[src/inc/hmtf_consts.vh]
// hmtf_consts.vh: constants for the hardware-monitor thermal/fan register bank
// assumes: included by the bank module; index/data access with bank select
`ifndef HMTF_CONSTS_VH
`define HMTF_CONSTS_VH

// ****************************************
// register indices
// ****************************************
`define HMTF_IDX_BANK_SEL 7'h4E
`define HMTF_IDX_FAN_DIV1 7'h47
`define HMTF_IDX_DIODE_SEL 7'h59
`define HMTF_IDX_BAT_CTRL 7'h5D
`define HMTF_IDX_CRIT_EN 7'h5E
`define HMTF_IDX_FAN_MAX 7'h67
`define HMTF_IDX_FAN_STEP 7'h68
`define HMTF_IDX_SYS_CRIT 7'h6B
`define HMTF_IDX_CPU_CRIT 7'h6C
`define HMTF_IDX_TEMP_HI 7'h50
`define HMTF_IDX_TEMP_LO 7'h51
`define HMTF_IDX_CFG 7'h52
`define HMTF_IDX_HYST_HI 7'h53
`define HMTF_IDX_HYST_LO 7'h54
`define HMTF_IDX_OVT_HI 7'h55
`define HMTF_IDX_OVT_LO 7'h56
`define HMTF_IDX_IRQ_STS 7'h50
`define HMTF_IDX_IRQ_MASK 7'h51
`define HMTF_BANK_WIN_LO 7'h50
`define HMTF_BANK_WIN_HI 7'h5F

// ****************************************
// banks
// ****************************************
`define HMTF_BANK_CPU 3'h1
`define HMTF_BANK_SYS 3'h2
`define HMTF_BANK_SUP 3'h4

// ****************************************
// reset values
// ****************************************
`define HMTF_RST_BANK_SEL 8'h80
`define HMTF_RST_FAN_DIV1 8'h55
`define HMTF_RST_DIODE_SEL 8'h70
`define HMTF_RST_BAT_CTRL 8'h04
`define HMTF_RST_CRIT_EN 8'h04
`define HMTF_RST_FAN_MAX 8'hFF
`define HMTF_RST_FAN_STEP 8'h01
`define HMTF_RST_CRIT_TEMP 8'hFF
`define HMTF_RST_CFG 8'h00
`define HMTF_RST_HYST_HI 8'h4B
`define HMTF_RST_OVT_HI 8'h50
`define HMTF_RST_IRQ_MASK 8'h13

// ****************************************
// field positions
// ****************************************
`define HMTF_CPU_DIODE_MODE 5
`define HMTF_SYS_DIODE_MODE 4
`define HMTF_CPU_DIV_TOP 6
`define HMTF_SYS_DIV_TOP 5
`define HMTF_CPU_SENSOR_TYPE 2
`define HMTF_SYS_SENSOR_TYPE 1
`define HMTF_BAT_MON_EN 0
`define HMTF_CPU_CRIT_EN 5
`define HMTF_SYS_CRIT_EN 4
`define HMTF_CPU_CURRENT 2
`define HMTF_SYS_CURRENT 1
`define HMTF_CFG_HALT 0
`define HMTF_CFG_OVT_MODE 1
`define HMTF_STS_BAT 1
`define HMTF_STS_SB 0

// ****************************************
// timing
// ****************************************
`define HMTF_CLK_NS 10
`define HMTF_FAN_ADJ_NS 1000

`endif

[src/hmtf_regs.v]
// hmtf_regs.v: thermal/fan register bank of a hardware monitor
// assumes: host drives index/data strobes synchronous to CORE_CLK;
// readings and limit events come from converter logic outside
//
// What this block does
// diode-mode bits pick cpu-compatible thermal diode
// bank0 5Dh bits 6,5 give divisor bit 2
// sensor-type bits pick diode or thermistor
// battery reading valid one monitor cycle after enable
// critical protection enables, both off at reset
// current-mode bits override type and diode settings
// auto mode raises cpu drive up to maximum
// software keeps maximum nonzero and above stop
// auto adjustments move cpu drive by step
// in target mode, critical temperature exceeded forces drive full
// nine-bit temperature split high byte, low bit7
// bank2 reading follows sys source select; bank1 always shows cpu reading
// fault count filters overtemp output trips
// overtemp mode bit: comparator or interrupt
// halt bit stops cpu channel monitoring
// hysteresis threshold nine bits, reset 75C
// overtemp limit nine bits, reset 80C
// status bits set on battery/standby limit
// mask bits block status from irq
// software writes zero to reserved config bits
// bank number selects registers at 50h-5Fh
// divisor bits 1,0 live in register 47h
// channel status sets over limit, clears below hyst
// irq asserted while unmasked status is set
`timescale 1ns/10ps
`include "hmtf_consts.vh"

module hmtf_regs #(
  parameter ADJ_NS = `HMTF_FAN_ADJ_NS
) (
  // clock and reset
  input wire CORE_CLK,
  input wire RST,
  // index/data register port
  input wire [6:0] REG_INDEX,
  input wire REG_WR,
  input wire REG_RD,
  input wire [7:0] REG_WDATA,
  output reg [7:0] REG_RDATA,
  // converter readings (nine bits, half-degree units)
  input wire [8:0] CPU_TEMP_IN,
  input wire [8:0] SYS_TEMP_IN,
  input wire CONV_DONE,
  input wire BAT_LIMIT_EVT,
  input wire SB_LIMIT_EVT,
  // fan control mode and source selects from other banks
  input wire AUTO3_MODE,
  input wire TARGET_MODE,
  input wire FAN_TEMP_HOT,
  input wire [2:0] CPU_SRC_SEL,
  input wire [2:0] SYS_SRC_SEL,
  // sensing configuration to the analog front end
  output reg [1:0] CPU_SENSE_MODE,
  output reg [1:0] SYS_SENSE_MODE,
  output reg [2:0] CPU_TACH_DIV,
  output reg [2:0] SYS_TACH_DIV,
  output reg BAT_MON_ON,
  output reg CPU_MON_ON,
  // drives and alarms
  output reg [7:0] CPU_FAN_DRIVE,
  output reg SYS_FAN_FULL,
  output reg OVERTEMP_OUT,
  output reg CPU_TEMP_STS,
  output reg SYSTEM_MGMT_IRQ
);

  // ****************************************
  // derived timing
  // ****************************************
  localparam [31:0] ADJ_CYC = (ADJ_NS / `HMTF_CLK_NS) < 1 ? 1 :
                              (ADJ_NS / `HMTF_CLK_NS);
  // mask reset word; reserved bits read back as their reset value
  localparam [7:0] RST_MASK = `HMTF_RST_IRQ_MASK;
  // sense mode codes: thermistor, diode, current
  localparam [1:0] SENSE_THERM = 2'h0;
  localparam [1:0] SENSE_DIODE = 2'h1;
  localparam [1:0] SENSE_CURR = 2'h2;

  // ****************************************
  // storage
  // ****************************************
  reg [7:0] bank_sel_reg; // bank select, 3 low bits used
  reg [7:0] fan_div1_reg; // divisor bits 1,0
  reg [7:0] diode_sel_reg;
  reg [7:0] bat_ctrl_reg;
  reg [7:0] crit_en_reg;
  reg [7:0] fan_max_reg;
  reg [7:0] fan_step_reg;
  reg [7:0] sys_crit_reg;
  reg [7:0] cpu_crit_reg;
  reg [7:0] cfg_reg;
  reg [8:0] hyst_reg;
  reg [8:0] ovt_reg;
  reg [8:0] cpu_temp_reg; // latest cpu reading
  reg [8:0] sys_temp_reg; // latest sys reading
  reg [1:0] irq_sts_reg; // sticky battery/standby status
  reg [1:0] irq_mask_reg;
  reg [1:0] fault_cnt_reg; // consecutive over-limit samples
  reg bat_en_d_reg; // previous enable for edge detect
  reg bat_wait_reg; // waiting one monitor cycle
  reg [15:0] adj_cnt_reg; // fan adjustment tick divider
  wire [2:0] bank = bank_sel_reg[2:0];
  wire in_win = (REG_INDEX >= `HMTF_BANK_WIN_LO) &&
                (REG_INDEX <= `HMTF_BANK_WIN_HI);
  wire adj_tick = (adj_cnt_reg == 16'h0000);
  // bank1 reading is always the cpu reading; CPU_SRC_SEL is not used
  wire [8:0] bank1_temp = cpu_temp_reg;
  // bank2 reading: code 1 picks cpu, else sys
  wire [8:0] bank2_temp = (SYS_SRC_SEL == 3'h1) ? cpu_temp_reg :
                          sys_temp_reg;
  wire cpu_over = cpu_temp_reg > ovt_reg;
  wire cpu_under = cpu_temp_reg < hyst_reg;
  // the reading being latched now, for the fault filter
  wire new_over = CPU_TEMP_IN > ovt_reg;
  wire new_under = CPU_TEMP_IN < hyst_reg;
  wire [8:0] fan_sum = {1'b0, CPU_FAN_DRIVE} + {1'b0, fan_step_reg};

  // ****************************************
  // register writes
  // ****************************************
  // host writes; bank window decoded by bank number
  always @(posedge CORE_CLK) begin
    if (RST) begin
      bank_sel_reg <= `HMTF_RST_BANK_SEL;
      fan_div1_reg <= `HMTF_RST_FAN_DIV1;
      diode_sel_reg <= `HMTF_RST_DIODE_SEL;
      bat_ctrl_reg <= `HMTF_RST_BAT_CTRL;
      crit_en_reg <= `HMTF_RST_CRIT_EN;
      fan_max_reg <= `HMTF_RST_FAN_MAX;
      fan_step_reg <= `HMTF_RST_FAN_STEP;
      sys_crit_reg <= `HMTF_RST_CRIT_TEMP;
      cpu_crit_reg <= `HMTF_RST_CRIT_TEMP;
      cfg_reg <= `HMTF_RST_CFG;
      hyst_reg <= {`HMTF_RST_HYST_HI, 1'b0};
      ovt_reg <= {`HMTF_RST_OVT_HI, 1'b0};
      irq_mask_reg <= RST_MASK[1:0];
    end else if (REG_WR) begin
      if (!in_win || bank == 3'h0) begin
        // bank 0 and fixed indices
        case (REG_INDEX)
          `HMTF_IDX_BANK_SEL: bank_sel_reg <= REG_WDATA;
          `HMTF_IDX_FAN_DIV1: fan_div1_reg <= REG_WDATA;
          `HMTF_IDX_DIODE_SEL: diode_sel_reg <= REG_WDATA;
          `HMTF_IDX_BAT_CTRL: bat_ctrl_reg <= REG_WDATA;
          `HMTF_IDX_CRIT_EN: crit_en_reg <= REG_WDATA;
          `HMTF_IDX_FAN_MAX: fan_max_reg <= REG_WDATA;
          `HMTF_IDX_FAN_STEP: fan_step_reg <= REG_WDATA;
          `HMTF_IDX_SYS_CRIT: sys_crit_reg <= REG_WDATA;
          `HMTF_IDX_CPU_CRIT: cpu_crit_reg <= REG_WDATA;
          default: begin
          end
        endcase
      end else if (bank == `HMTF_BANK_CPU) begin
        // cpu channel limits and config
        case (REG_INDEX)
          `HMTF_IDX_CFG: cfg_reg <= REG_WDATA;
          `HMTF_IDX_HYST_HI: hyst_reg[8:1] <= REG_WDATA;
          `HMTF_IDX_HYST_LO: hyst_reg[0] <= REG_WDATA[7];
          `HMTF_IDX_OVT_HI: ovt_reg[8:1] <= REG_WDATA;
          `HMTF_IDX_OVT_LO: ovt_reg[0] <= REG_WDATA[7];
          default: begin
          end
        endcase
      end else if (bank == `HMTF_BANK_SUP &&
                   REG_INDEX == `HMTF_IDX_IRQ_MASK) begin
        irq_mask_reg <= REG_WDATA[1:0];
      end
    end
  end

  // ****************************************
  // read mux
  // ****************************************
  // read data registered; unmapped reads return zero
  always @(posedge CORE_CLK) begin
    if (RST) begin
      REG_RDATA <= 8'h00;
    end else if (REG_RD) begin
      REG_RDATA <= 8'h00;
      if (!in_win || bank == 3'h0) begin
        case (REG_INDEX)
          `HMTF_IDX_BANK_SEL: REG_RDATA <= bank_sel_reg;
          `HMTF_IDX_FAN_DIV1: REG_RDATA <= fan_div1_reg;
          `HMTF_IDX_DIODE_SEL: REG_RDATA <= diode_sel_reg;
          `HMTF_IDX_BAT_CTRL: REG_RDATA <= bat_ctrl_reg;
          `HMTF_IDX_CRIT_EN: REG_RDATA <= crit_en_reg;
          `HMTF_IDX_FAN_MAX: REG_RDATA <= fan_max_reg;
          `HMTF_IDX_FAN_STEP: REG_RDATA <= fan_step_reg;
          `HMTF_IDX_SYS_CRIT: REG_RDATA <= sys_crit_reg;
          `HMTF_IDX_CPU_CRIT: REG_RDATA <= cpu_crit_reg;
          default: REG_RDATA <= 8'h00;
        endcase
      end else if (bank == `HMTF_BANK_CPU) begin
        case (REG_INDEX)
          `HMTF_IDX_TEMP_HI: REG_RDATA <= bank1_temp[8:1];
          `HMTF_IDX_TEMP_LO: REG_RDATA <= {bank1_temp[0], 7'h00};
          `HMTF_IDX_CFG: REG_RDATA <= cfg_reg;
          `HMTF_IDX_HYST_HI: REG_RDATA <= hyst_reg[8:1];
          `HMTF_IDX_HYST_LO: REG_RDATA <= {hyst_reg[0], 7'h00};
          `HMTF_IDX_OVT_HI: REG_RDATA <= ovt_reg[8:1];
          `HMTF_IDX_OVT_LO: REG_RDATA <= {ovt_reg[0], 7'h00};
          default: REG_RDATA <= 8'h00;
        endcase
      end else if (bank == `HMTF_BANK_SYS) begin
        case (REG_INDEX)
          `HMTF_IDX_TEMP_HI: REG_RDATA <= bank2_temp[8:1];
          `HMTF_IDX_TEMP_LO: REG_RDATA <= {bank2_temp[0], 7'h00};
          default: REG_RDATA <= 8'h00;
        endcase
      end else if (bank == `HMTF_BANK_SUP) begin
        case (REG_INDEX)
          `HMTF_IDX_IRQ_STS: REG_RDATA <= {6'h00, irq_sts_reg};
          `HMTF_IDX_IRQ_MASK: REG_RDATA <= {RST_MASK[7:2], irq_mask_reg};
          default: REG_RDATA <= 8'h00;
        endcase
      end
    end
  end

  // ****************************************
  // sensor configuration outputs
  // ****************************************
  // current mode wins, else type bit picks diode or thermistor
  always @(posedge CORE_CLK) begin
    if (RST) begin
      CPU_SENSE_MODE <= SENSE_CURR;
      SYS_SENSE_MODE <= SENSE_THERM;
      CPU_TACH_DIV <= 3'h1;
      SYS_TACH_DIV <= 3'h1;
    end else begin
      if (crit_en_reg[`HMTF_CPU_CURRENT])
        CPU_SENSE_MODE <= SENSE_CURR;
      else if (bat_ctrl_reg[`HMTF_CPU_SENSOR_TYPE] &&
               diode_sel_reg[`HMTF_CPU_DIODE_MODE])
        CPU_SENSE_MODE <= SENSE_DIODE;
      else
        CPU_SENSE_MODE <= SENSE_THERM;
      if (crit_en_reg[`HMTF_SYS_CURRENT])
        SYS_SENSE_MODE <= SENSE_CURR;
      else if (bat_ctrl_reg[`HMTF_SYS_SENSOR_TYPE] &&
               diode_sel_reg[`HMTF_SYS_DIODE_MODE])
        SYS_SENSE_MODE <= SENSE_DIODE;
      else
        SYS_SENSE_MODE <= SENSE_THERM;
      // divisor code = 2^code, top bit from 5Dh
      CPU_TACH_DIV <= {bat_ctrl_reg[`HMTF_CPU_DIV_TOP],
                       fan_div1_reg[7:6]};
      SYS_TACH_DIV <= {bat_ctrl_reg[`HMTF_SYS_DIV_TOP],
                       fan_div1_reg[5:4]};
    end
  end

  // ****************************************
  // readings, battery enable and irq status
  // ****************************************
  // readings latch per conversion; halt freezes cpu channel
  always @(posedge CORE_CLK) begin
    if (RST) begin
      cpu_temp_reg <= 9'h000;
      sys_temp_reg <= 9'h000;
      bat_en_d_reg <= 1'b0;
      bat_wait_reg <= 1'b0;
      BAT_MON_ON <= 1'b0;
      CPU_MON_ON <= 1'b1;
      irq_sts_reg <= 2'h0;
      SYSTEM_MGMT_IRQ <= 1'b0;
    end else begin
      CPU_MON_ON <= ~cfg_reg[`HMTF_CFG_HALT];
      if (CONV_DONE && !cfg_reg[`HMTF_CFG_HALT])
        cpu_temp_reg <= CPU_TEMP_IN;
      if (CONV_DONE)
        sys_temp_reg <= SYS_TEMP_IN;
      // battery reading valid one monitor cycle after enable
      bat_en_d_reg <= bat_ctrl_reg[`HMTF_BAT_MON_EN];
      if (!bat_ctrl_reg[`HMTF_BAT_MON_EN]) begin
        bat_wait_reg <= 1'b0;
        BAT_MON_ON <= 1'b0;
      end else if (!bat_en_d_reg) begin
        bat_wait_reg <= 1'b1;
      end else if (bat_wait_reg && CONV_DONE) begin
        bat_wait_reg <= 1'b0;
        BAT_MON_ON <= 1'b1;
      end
      // status sticky; event sets, a read clears (set wins)
      irq_sts_reg <= (REG_RD && bank == `HMTF_BANK_SUP && in_win &&
                      REG_INDEX == `HMTF_IDX_IRQ_STS) ? 2'h0 :
                     irq_sts_reg;
      if (BAT_LIMIT_EVT && BAT_MON_ON)
        irq_sts_reg[`HMTF_STS_BAT] <= 1'b1;
      if (SB_LIMIT_EVT)
        irq_sts_reg[`HMTF_STS_SB] <= 1'b1;
      SYSTEM_MGMT_IRQ <= |(irq_sts_reg & ~irq_mask_reg);
    end
  end

  // ****************************************
  // over-temperature channel
  // ****************************************
  // status with hysteresis; fault count filters trips
  always @(posedge CORE_CLK) begin
    if (RST) begin
      fault_cnt_reg <= 2'h0;
      CPU_TEMP_STS <= 1'b0;
      OVERTEMP_OUT <= 1'b0;
    end else begin
      if (cpu_over)
        CPU_TEMP_STS <= 1'b1;
      else if (cpu_under)
        CPU_TEMP_STS <= 1'b0;
      // interrupt mode: a config read clears; a trip in that cycle wins
      if (cfg_reg[`HMTF_CFG_OVT_MODE] && REG_RD && in_win &&
          bank == `HMTF_BANK_CPU && REG_INDEX == `HMTF_IDX_CFG)
        OVERTEMP_OUT <= 1'b0;
      // filter judges the reading being taken, not the stored one
      if (CONV_DONE && !cfg_reg[`HMTF_CFG_HALT]) begin
        if (!new_over)
          fault_cnt_reg <= 2'h0;
        else if (fault_cnt_reg != cfg_reg[4:3])
          fault_cnt_reg <= fault_cnt_reg + 2'h1;
        if (new_over && fault_cnt_reg == cfg_reg[4:3])
          OVERTEMP_OUT <= 1'b1;
        else if (!cfg_reg[`HMTF_CFG_OVT_MODE] && new_under)
          OVERTEMP_OUT <= 1'b0;
      end
    end
  end

  // ****************************************
  // fan drive control
  // ****************************************
  // tick divider sets adjustment rate
  always @(posedge CORE_CLK) begin
    if (RST || adj_tick)
      adj_cnt_reg <= ADJ_CYC[15:0] - 16'h0001;
    else
      adj_cnt_reg <= adj_cnt_reg - 16'h0001;
  end

  // stepwise drive, clamp at max; critical forces full in target mode
  always @(posedge CORE_CLK) begin
    if (RST) begin
      CPU_FAN_DRIVE <= 8'h00;
      SYS_FAN_FULL <= 1'b0;
    end else begin
      SYS_FAN_FULL <= TARGET_MODE && crit_en_reg[`HMTF_SYS_CRIT_EN] &&
                      (sys_temp_reg[8:1] > sys_crit_reg);
      if (TARGET_MODE && crit_en_reg[`HMTF_CPU_CRIT_EN] &&
          cpu_temp_reg[8:1] > cpu_crit_reg)
        CPU_FAN_DRIVE <= 8'hFF;
      else if (AUTO3_MODE && adj_tick) begin
        if (FAN_TEMP_HOT) begin
          if (fan_sum > {1'b0, fan_max_reg})
            CPU_FAN_DRIVE <= fan_max_reg;
          else
            CPU_FAN_DRIVE <= fan_sum[7:0];
        end else if (CPU_FAN_DRIVE > fan_step_reg)
          CPU_FAN_DRIVE <= CPU_FAN_DRIVE - fan_step_reg;
        else
          CPU_FAN_DRIVE <= 8'h00;
      end
    end
  end

endmodule

[config.mk]
export PLATFORM = sky130hd
export DESIGN_NAME = hmtf_regs
export DESIGN_NICKNAME = d
export VERILOG_FILES = /design/src/hmtf_regs.v
export VERILOG_INCLUDE_DIRS = /design/src /design/src/inc
export SDC_FILE = /design/constraint.sdc
export NUM_CORES = 1
export LEC_CHECK = 0
export BUFFER_PORTS_ARGS = -buffer_cell sky130_fd_sc_hd__buf_2
export CORE_UTILIZATION = 35
export DETAILED_ROUTE_END_ITERATION = 8
export PLACE_DENSITY = 0.62
export SLEW_MARGIN = 20
export SYNTH_ARGS = -nofsm -noshare
export SYNTH_HDL_FRONTEND = slang
export SYNTH_SLANG_ARGS = --single-unit
[constraint.sdc]
create_clock -name CORE_CLK -period 4.46 [get_ports CORE_CLK]
set_input_delay 0.669 -clock CORE_CLK [delete_from_list [all_inputs] [get_ports CORE_CLK]]
set_output_delay 0.669 -clock CORE_CLK [all_outputs]
set_load 0.005 [all_outputs]
==> flow_summary.ini, run 1 <==
[yosys]
syn_area_per_cell_um2 = 8.456
synth_ff_type = dfxtp_1
synthDistinctLibCells = 80
ys_warn_count = 0
synth_fa_ha_area_share_pct = 9.890
synth-compound-area-share_pct = 18.03
synthMuxAreaShare_pct = 10.29
synth_seq_cells = 172
yosys.area_share.simple_pct = 20.06
synthCells = 1170
synth_nets = 1296
syn_area_um2 = 9893
synth_top_family_by_area = simple AND/OR/NAND/NOR gates
async_flop_share_pct = 0
seq_area_frac_synth_pct = 34.80
synth_xor_area_share_pct = 1.682
synth_edf_count = 0

[power]
swShare_pct = 26.92
leakagePower_nw = 4.579
vdd_drop_max_mv = 0.2693
p_switching_w = 0.0008924
p_int_w = 0.002423
p_per_area_nw_per_um2 = 297.8
pwr-share-clk_pct = 44.7
seq_power_share_pct = 47.7
p_total_w = 0.003316
comb_power_share_pct = 7.6

[timing]
timing.final.crit_period_ps = 4016
setup_violations = 0
holdWs_ps = 422.8
relSlewSlack_pct = 22.94
finalHoldViolCount = 0
worstMarginPinSlew_ps = 1150
fin_tns_setup_ps = 0
fmax_mhz = 249.0
clock_skew_ps = 13.37
final_max_slew_viol_count = 0
timing.final.crit_share_pct = 90.05
rsz0062_at_grt = no

[hold_path]
hold_path_depth = 1
holdPathEnd = adj_cnt_reg[0]$_SDFF_PP1_
hp-start = adj_cnt_reg[0]$_SDFF_PP1_
hold_class = reg -> reg

[setup_path]
rr_endpoint = CPU_FAN_DRIVE[1]$_SDFFE_PP0P_
rr_startpoint = fan_step_reg[5]$_SDFFE_PP0P_
crit_fanout = 9
worst_r2r_path_depth = 11
cp-end-kind = flip-flop
worstSetupPathType = reg -> reg
reg2reg_slack_ps = 440
cp.arrival_ps = 4360
cp-start-kind = flip-flop
worstPathRequired_ps = 4810

[global_routing]
first_global_vias = 8115
gr-total-overflow = 0
track_usage_pct = 21.11
grt_max_degree = 61
grt_first_pass_wirelength_um = 46670
antenna_found_initial = 0

[floorplan]
io_pins = 81
row_count = 61
fp.dieW_um = 170.1
die_area_um2 = 28940
start_util_pct = 35.61
core-area_um2 = 27780
die_h_um = 170.1

[clock_tree]
clk_pin_slew_ps = 70
cts_inserted_buffers = 17
cts_root_buffer = clkbuf_16
postCtsSetupRepairBufs = 0
cts_max_level = 4
cts_buffer_depth = 2
cts.sinks = 172
cts_tree = yes
cts_resized = 0
clk_latency_ps = 440
cts_hold_buffers = 0

[layout]
largest_register_ffs = 16
layout_common_cells = dfxtp_1, nand2_1, nor2_1
instances_no_fill = 1603
finalInstanceArea_um2 = 11130
synthToLayoutAreaGrowth_pct = 12.53
nNetsFinal = 1338
final_layout_size_suffix_gt1_share_pct = 12.65
diodes = 0
final_common_cell = dfxtp_1

[detailed_routing]
drtPass1Iterations = 5
viasPerCell = 5.435
antenna_left = 0
totalWireLength_um = 30080
num_vias = 8712
wl_per_cell_um = 18.76
detailedRoute.firstIterationViolations = 761
drc = 0

[placement]
dp_hpwl_um = 21840
portBuffers = 77
place_area_um2 = 10560
gp_congestion = 0.8867
place_inst = 1571

[job]
drv_cap = 0

[status]
status = complete, no violations
cell usage after synthesis, drive strengths merged (6+ instances only):
cell type	count	area, um2
a211oi	12	102.6
a21o	12	91.34
a21oi	53	276.5
a22oi	25	187.7
a311oi	10	100.1
buf	19	97.60
clkbuf	43	161.4
dfxtp	172	3443
ha	75	938.4
inv	69	259.0
mux2i	95	950.9
nand2	143	536.8
nand2b	16	100.1
nand3	30	150.1
nand3b	6	48.80
nand4	9	56.30
nor2	127	481.7
nor2b	20	125.1
nor3	26	161.4
nor4	10	90.08
o211ai	32	240.2
o21a	9	67.56
o21ai	33	165.2
o22ai	11	68.82
o31ai	6	45.04
or2	6	37.54
or3	6	38.79
xnor2	11	96.34
xor2	8	70.07
worst max-delay path, cell delays in order (launching register included):
cell and delay (ps):
dfxtp_1 410, inv_1 70, ha_1 390, or2_2 340, a2111oi_0 390, a211oi_1 150
ha_1 220, or4_1 500, a2111o_1 500, a21oi_4 320, mux2_2 380, a311oi_1 260
through the flow:
stage,setup WS (ps),util (%)
final,443.5,40.07
after global routing,256.3,40.07
after CTS,446.2,40.06
after detailed placement,428.7,38.01
after global placement,526.4,38.01
after floorplan,846.1,-
power groups by stage:
stage          combinational, W  sequential, W  clock [W]
2_1_floorplan          0.000163        0.00161          0
3_3_place_gp           0.000246        0.00162          0
3_5_place_dp           0.000249        0.00162          0
4_1_cts                0.000250        0.00158    0.00150
5_1_grt                0.000278        0.00158    0.00156
6_report               0.000252        0.00158    0.00148
logic make-up after synthesis:
logic type / Yosys count
muxes: 100
xor gates and xnor gates: 19
buffers and inverters: 131
DFF: 172
and+or+nand+nor: 420
AOI/OAI and AO/OA: 251
adders and majority gates: 77
how the worst max path moves through the flow:
stage                                 startpoint                             to  slack, ps  depth (start not counted)
finish              fan_step_reg[5]$_SDFFE_PP0P_  CPU_FAN_DRIVE[1]$_SDFFE_PP0P_        440                         11
CTS                 fan_step_reg[5]$_SDFFE_PP0P_  CPU_FAN_DRIVE[1]$_SDFFE_PP0P_        450                         11
detailed placement  fan_step_reg[5]$_SDFFE_PP0P_  CPU_FAN_DRIVE[1]$_SDFFE_PP0P_        430                         11
global route        fan_step_reg[5]$_SDFFE_PP0P_  CPU_FAN_DRIVE[1]$_SDFFE_PP0P_        260                         11
global placement    fan_step_reg[5]$_SDFFE_PP0P_  CPU_FAN_DRIVE[2]$_SDFFE_PP0P_        530                         11
floorplan           fan_step_reg[5]$_SDFFE_PP0P_  CPU_FAN_DRIVE[2]$_SDFFE_PP0P_        850                         12
routing by layer:
metal | part of all wire (%) | global-route usage (%) | wire, um
met1 | 47 | 29.52 | 14210
met2 | 44 | 32.38 | 13310
met3 | 6.8 | 5.000 | 2041
met4 | 1.7 | 5.210 | 516
met5 | 0 | 0.1739 | 0
layout make-up:
class,count,area [um2]
Fill cell,2855,16650
Multi-Input combinational cell,867,5942
Sequential cell,172,3443
Tap cell,378,473.0
Timing Repair Buffer,85,447.9
Clock buffer,18,429.2
Inverter,69,259.0
Clock inverter,14,138.9
Note: power is estimated with default switching activity, not from simulation.
==> run 2, diff against run 1 <==
--- a/config.mk
+++ b/config.mk
@@ -7,6 +7,7 @@
 export NUM_CORES = 1
 export LEC_CHECK = 0
 export BUFFER_PORTS_ARGS = -buffer_cell sky130_fd_sc_hd__buf_2
+export CORE_ASPECT_RATIO = 0.5
 export CORE_UTILIZATION = 35
 export DETAILED_ROUTE_END_ITERATION = 8
 export PLACE_DENSITY = 0.62
==> run 2 against run 1 <==
Effect of this change: utilization increased by 0.26 points; maximum frequency decreased by 0.78%; critical path depth unchanged; register-to-register slack got worse by 30 ps; total power increased by 5.6%; sequential cell count unchanged; largest power group is now clock.
==> flow_summary.ini, run 2 (synthesis results as in run 1) <==
[detailed_routing]
detailedRoute.firstIterationViolations = 852
antenna_left = 0
drtPass1Iterations = 6
totalWireLength_um = 29970
num_vias = 8819
drc = 0
viasPerCell = 5.495
wl_per_cell_um = 18.67

[clock_tree]
cts_resized = 0
clk_pin_slew_ps = 70
cts_buffer_depth = 2
cts_inserted_buffers = 17
cts.sinks = 172
cts_tree = yes
cts_hold_buffers = 0
postCtsSetupRepairBufs = 0
cts_max_level = 4
clk_latency_ps = 440
cts_root_buffer = clkbuf_16

[layout]
diodes = 0
synthToLayoutAreaGrowth_pct = 13.18
largest_register_ffs = 16
layout_common_cells = dfxtp_1, nand2_1, nor2_1
multiInputGateArea_um2 = 5937
register_area_um2 = 3443
final_layout_size_suffix_gt1_share_pct = 12.51
final_common_cell = dfxtp_1
nNetsFinal = 1336
fillers = 2857
instances_no_fill = 1605

[timing]
timing.final.crit_period_ps = 4048
relSlewSlack_pct = 27.87
fin_tns_setup_ps = 0
setup_slack_ps = 411.9
rsz0062_at_grt = no
fmax_mhz = 247.0
final_max_slew_viol_count = 0
clock_skew_ps = 8.673
worstMarginPinSlew_ps = 1082
timing.final.crit_share_pct = 90.76
finalHoldViolCount = 0
setup_violations = 0

[power]
leakagePower_nw = 4.612
p_per_area_nw_per_um2 = 312.6
vdd_drop_max_mv = 0.1621

[setup_path]
cp-start-kind = flip-flop
cp-end-kind = flip-flop
cp.arrival_ps = 4400
worstSetupPathType = reg -> reg
worstPathRequired_ps = 4810
crit_fanout = 9
worst_r2r_path_depth = 11
reg2reg_slack_ps = 410

[global_routing]
first_global_vias = 8346
gr-total-overflow = 0
grt_max_degree = 93
grt_first_pass_wirelength_um = 47130
track_usage_pct = 21.22
antenna_found_initial = 0

[floorplan]
die_area_um2 = 28980
die_h_um = 120.9
fp.dieW_um = 239.8
io_pins = 81
row_count = 43
start_util_pct = 35.64
core-area_um2 = 27760

[placement]
place_inst = 1573
dp_hpwl_um = 22000
portBuffers = 77
place_ws_ps = 473.3
gp_congestion = 0.9101

[job]
drv_cap = 0

[status]
status = complete, no violations

[hold_path]
hold_path_depth = 1
hold_class = reg -> reg
run 2: cell count changes in the layout (fill, tap and decap cells not counted), sizes merged:
cell      previous run  this run
bufinv               1         4
clkinv               7         4
buf                 85        83
clkinvlp             2         0
inv                 73        75
run 2: layout make-up:
| type | instances | area share (%) |
|---|---|---|
| clock inverter | 14 | 1.855 |
| tap | 382 | 4.269 |
| inverter | 69 | 2.313 |
| timing repair buffer | 83 | 3.866 |
| clock buffer | 18 | 3.922 |
| sequential | 172 | 30.75 |
| multi-input combinational | 867 | 53.02 |
run 2: path summary, 6_finish.rpt:
kind                                start                             to
min reg2reg     adj_cnt_reg[0]$_SDFF_PP1_      adj_cnt_reg[0]$_SDFF_PP1_
max reg2reg  fan_step_reg[5]$_SDFFE_PP0P_  CPU_FAN_DRIVE[1]$_SDFFE_PP0P_
max          fan_step_reg[5]$_SDFFE_PP0P_  CPU_FAN_DRIVE[1]$_SDFFE_PP0P_
min             adj_cnt_reg[0]$_SDFF_PP1_      adj_cnt_reg[0]$_SDFF_PP1_
run 2: metrics by stage:
stage                     cell area, um2  hold WS, ps  power (W)  utilization [%]
final                              11200        423.3   0.003500            40.33
after global placement             10550        394.7   0.001860            38.00
after CTS                          11200        426.5   0.003530            40.33
after global routing               11200        450.5   0.003621            40.33
after floorplan                     9893        381.6   0.001768                -
after detailed placement           10550        408.9   0.001866            38.00
run 2: metal layers:
metal  global-route usage (%)  vias up  wire length (um)
li1                         -     4253                 -
met2                    35.04      318             13900
met4                    6.771        0               740
met3                    3.981       45              1805
met5                        0        -                 0
met1                    27.92     4203             13530
run 2: power by group:
| part | internal (W) | total (W) | switching, W | leakage [nW] |
|---|---|---|---|---|
| sequential | 0.00156 | 0.00158 | 0.0000275 | 1.39 |
| combinational | 0.0000858 | 0.000250 | 0.000164 | 2.90 |
| clock | 0.000970 | 0.00167 | 0.000697 | 0.321 |
| total | 0.00261 | 0.00350 | 0.000889 | 4.61 |
run 2: worst max-delay path, stage by stage, from the launching register on:
cell and delay [ps]:
dfxtp_1 440, inv_1 70, ha_1 390, or2_2 340, a2111oi_0 380, a211oi_1 150
ha_1 220, or4_1 510, a2111o_1 500, a21oi_4 330, mux2_2 370, a311oi_1 230
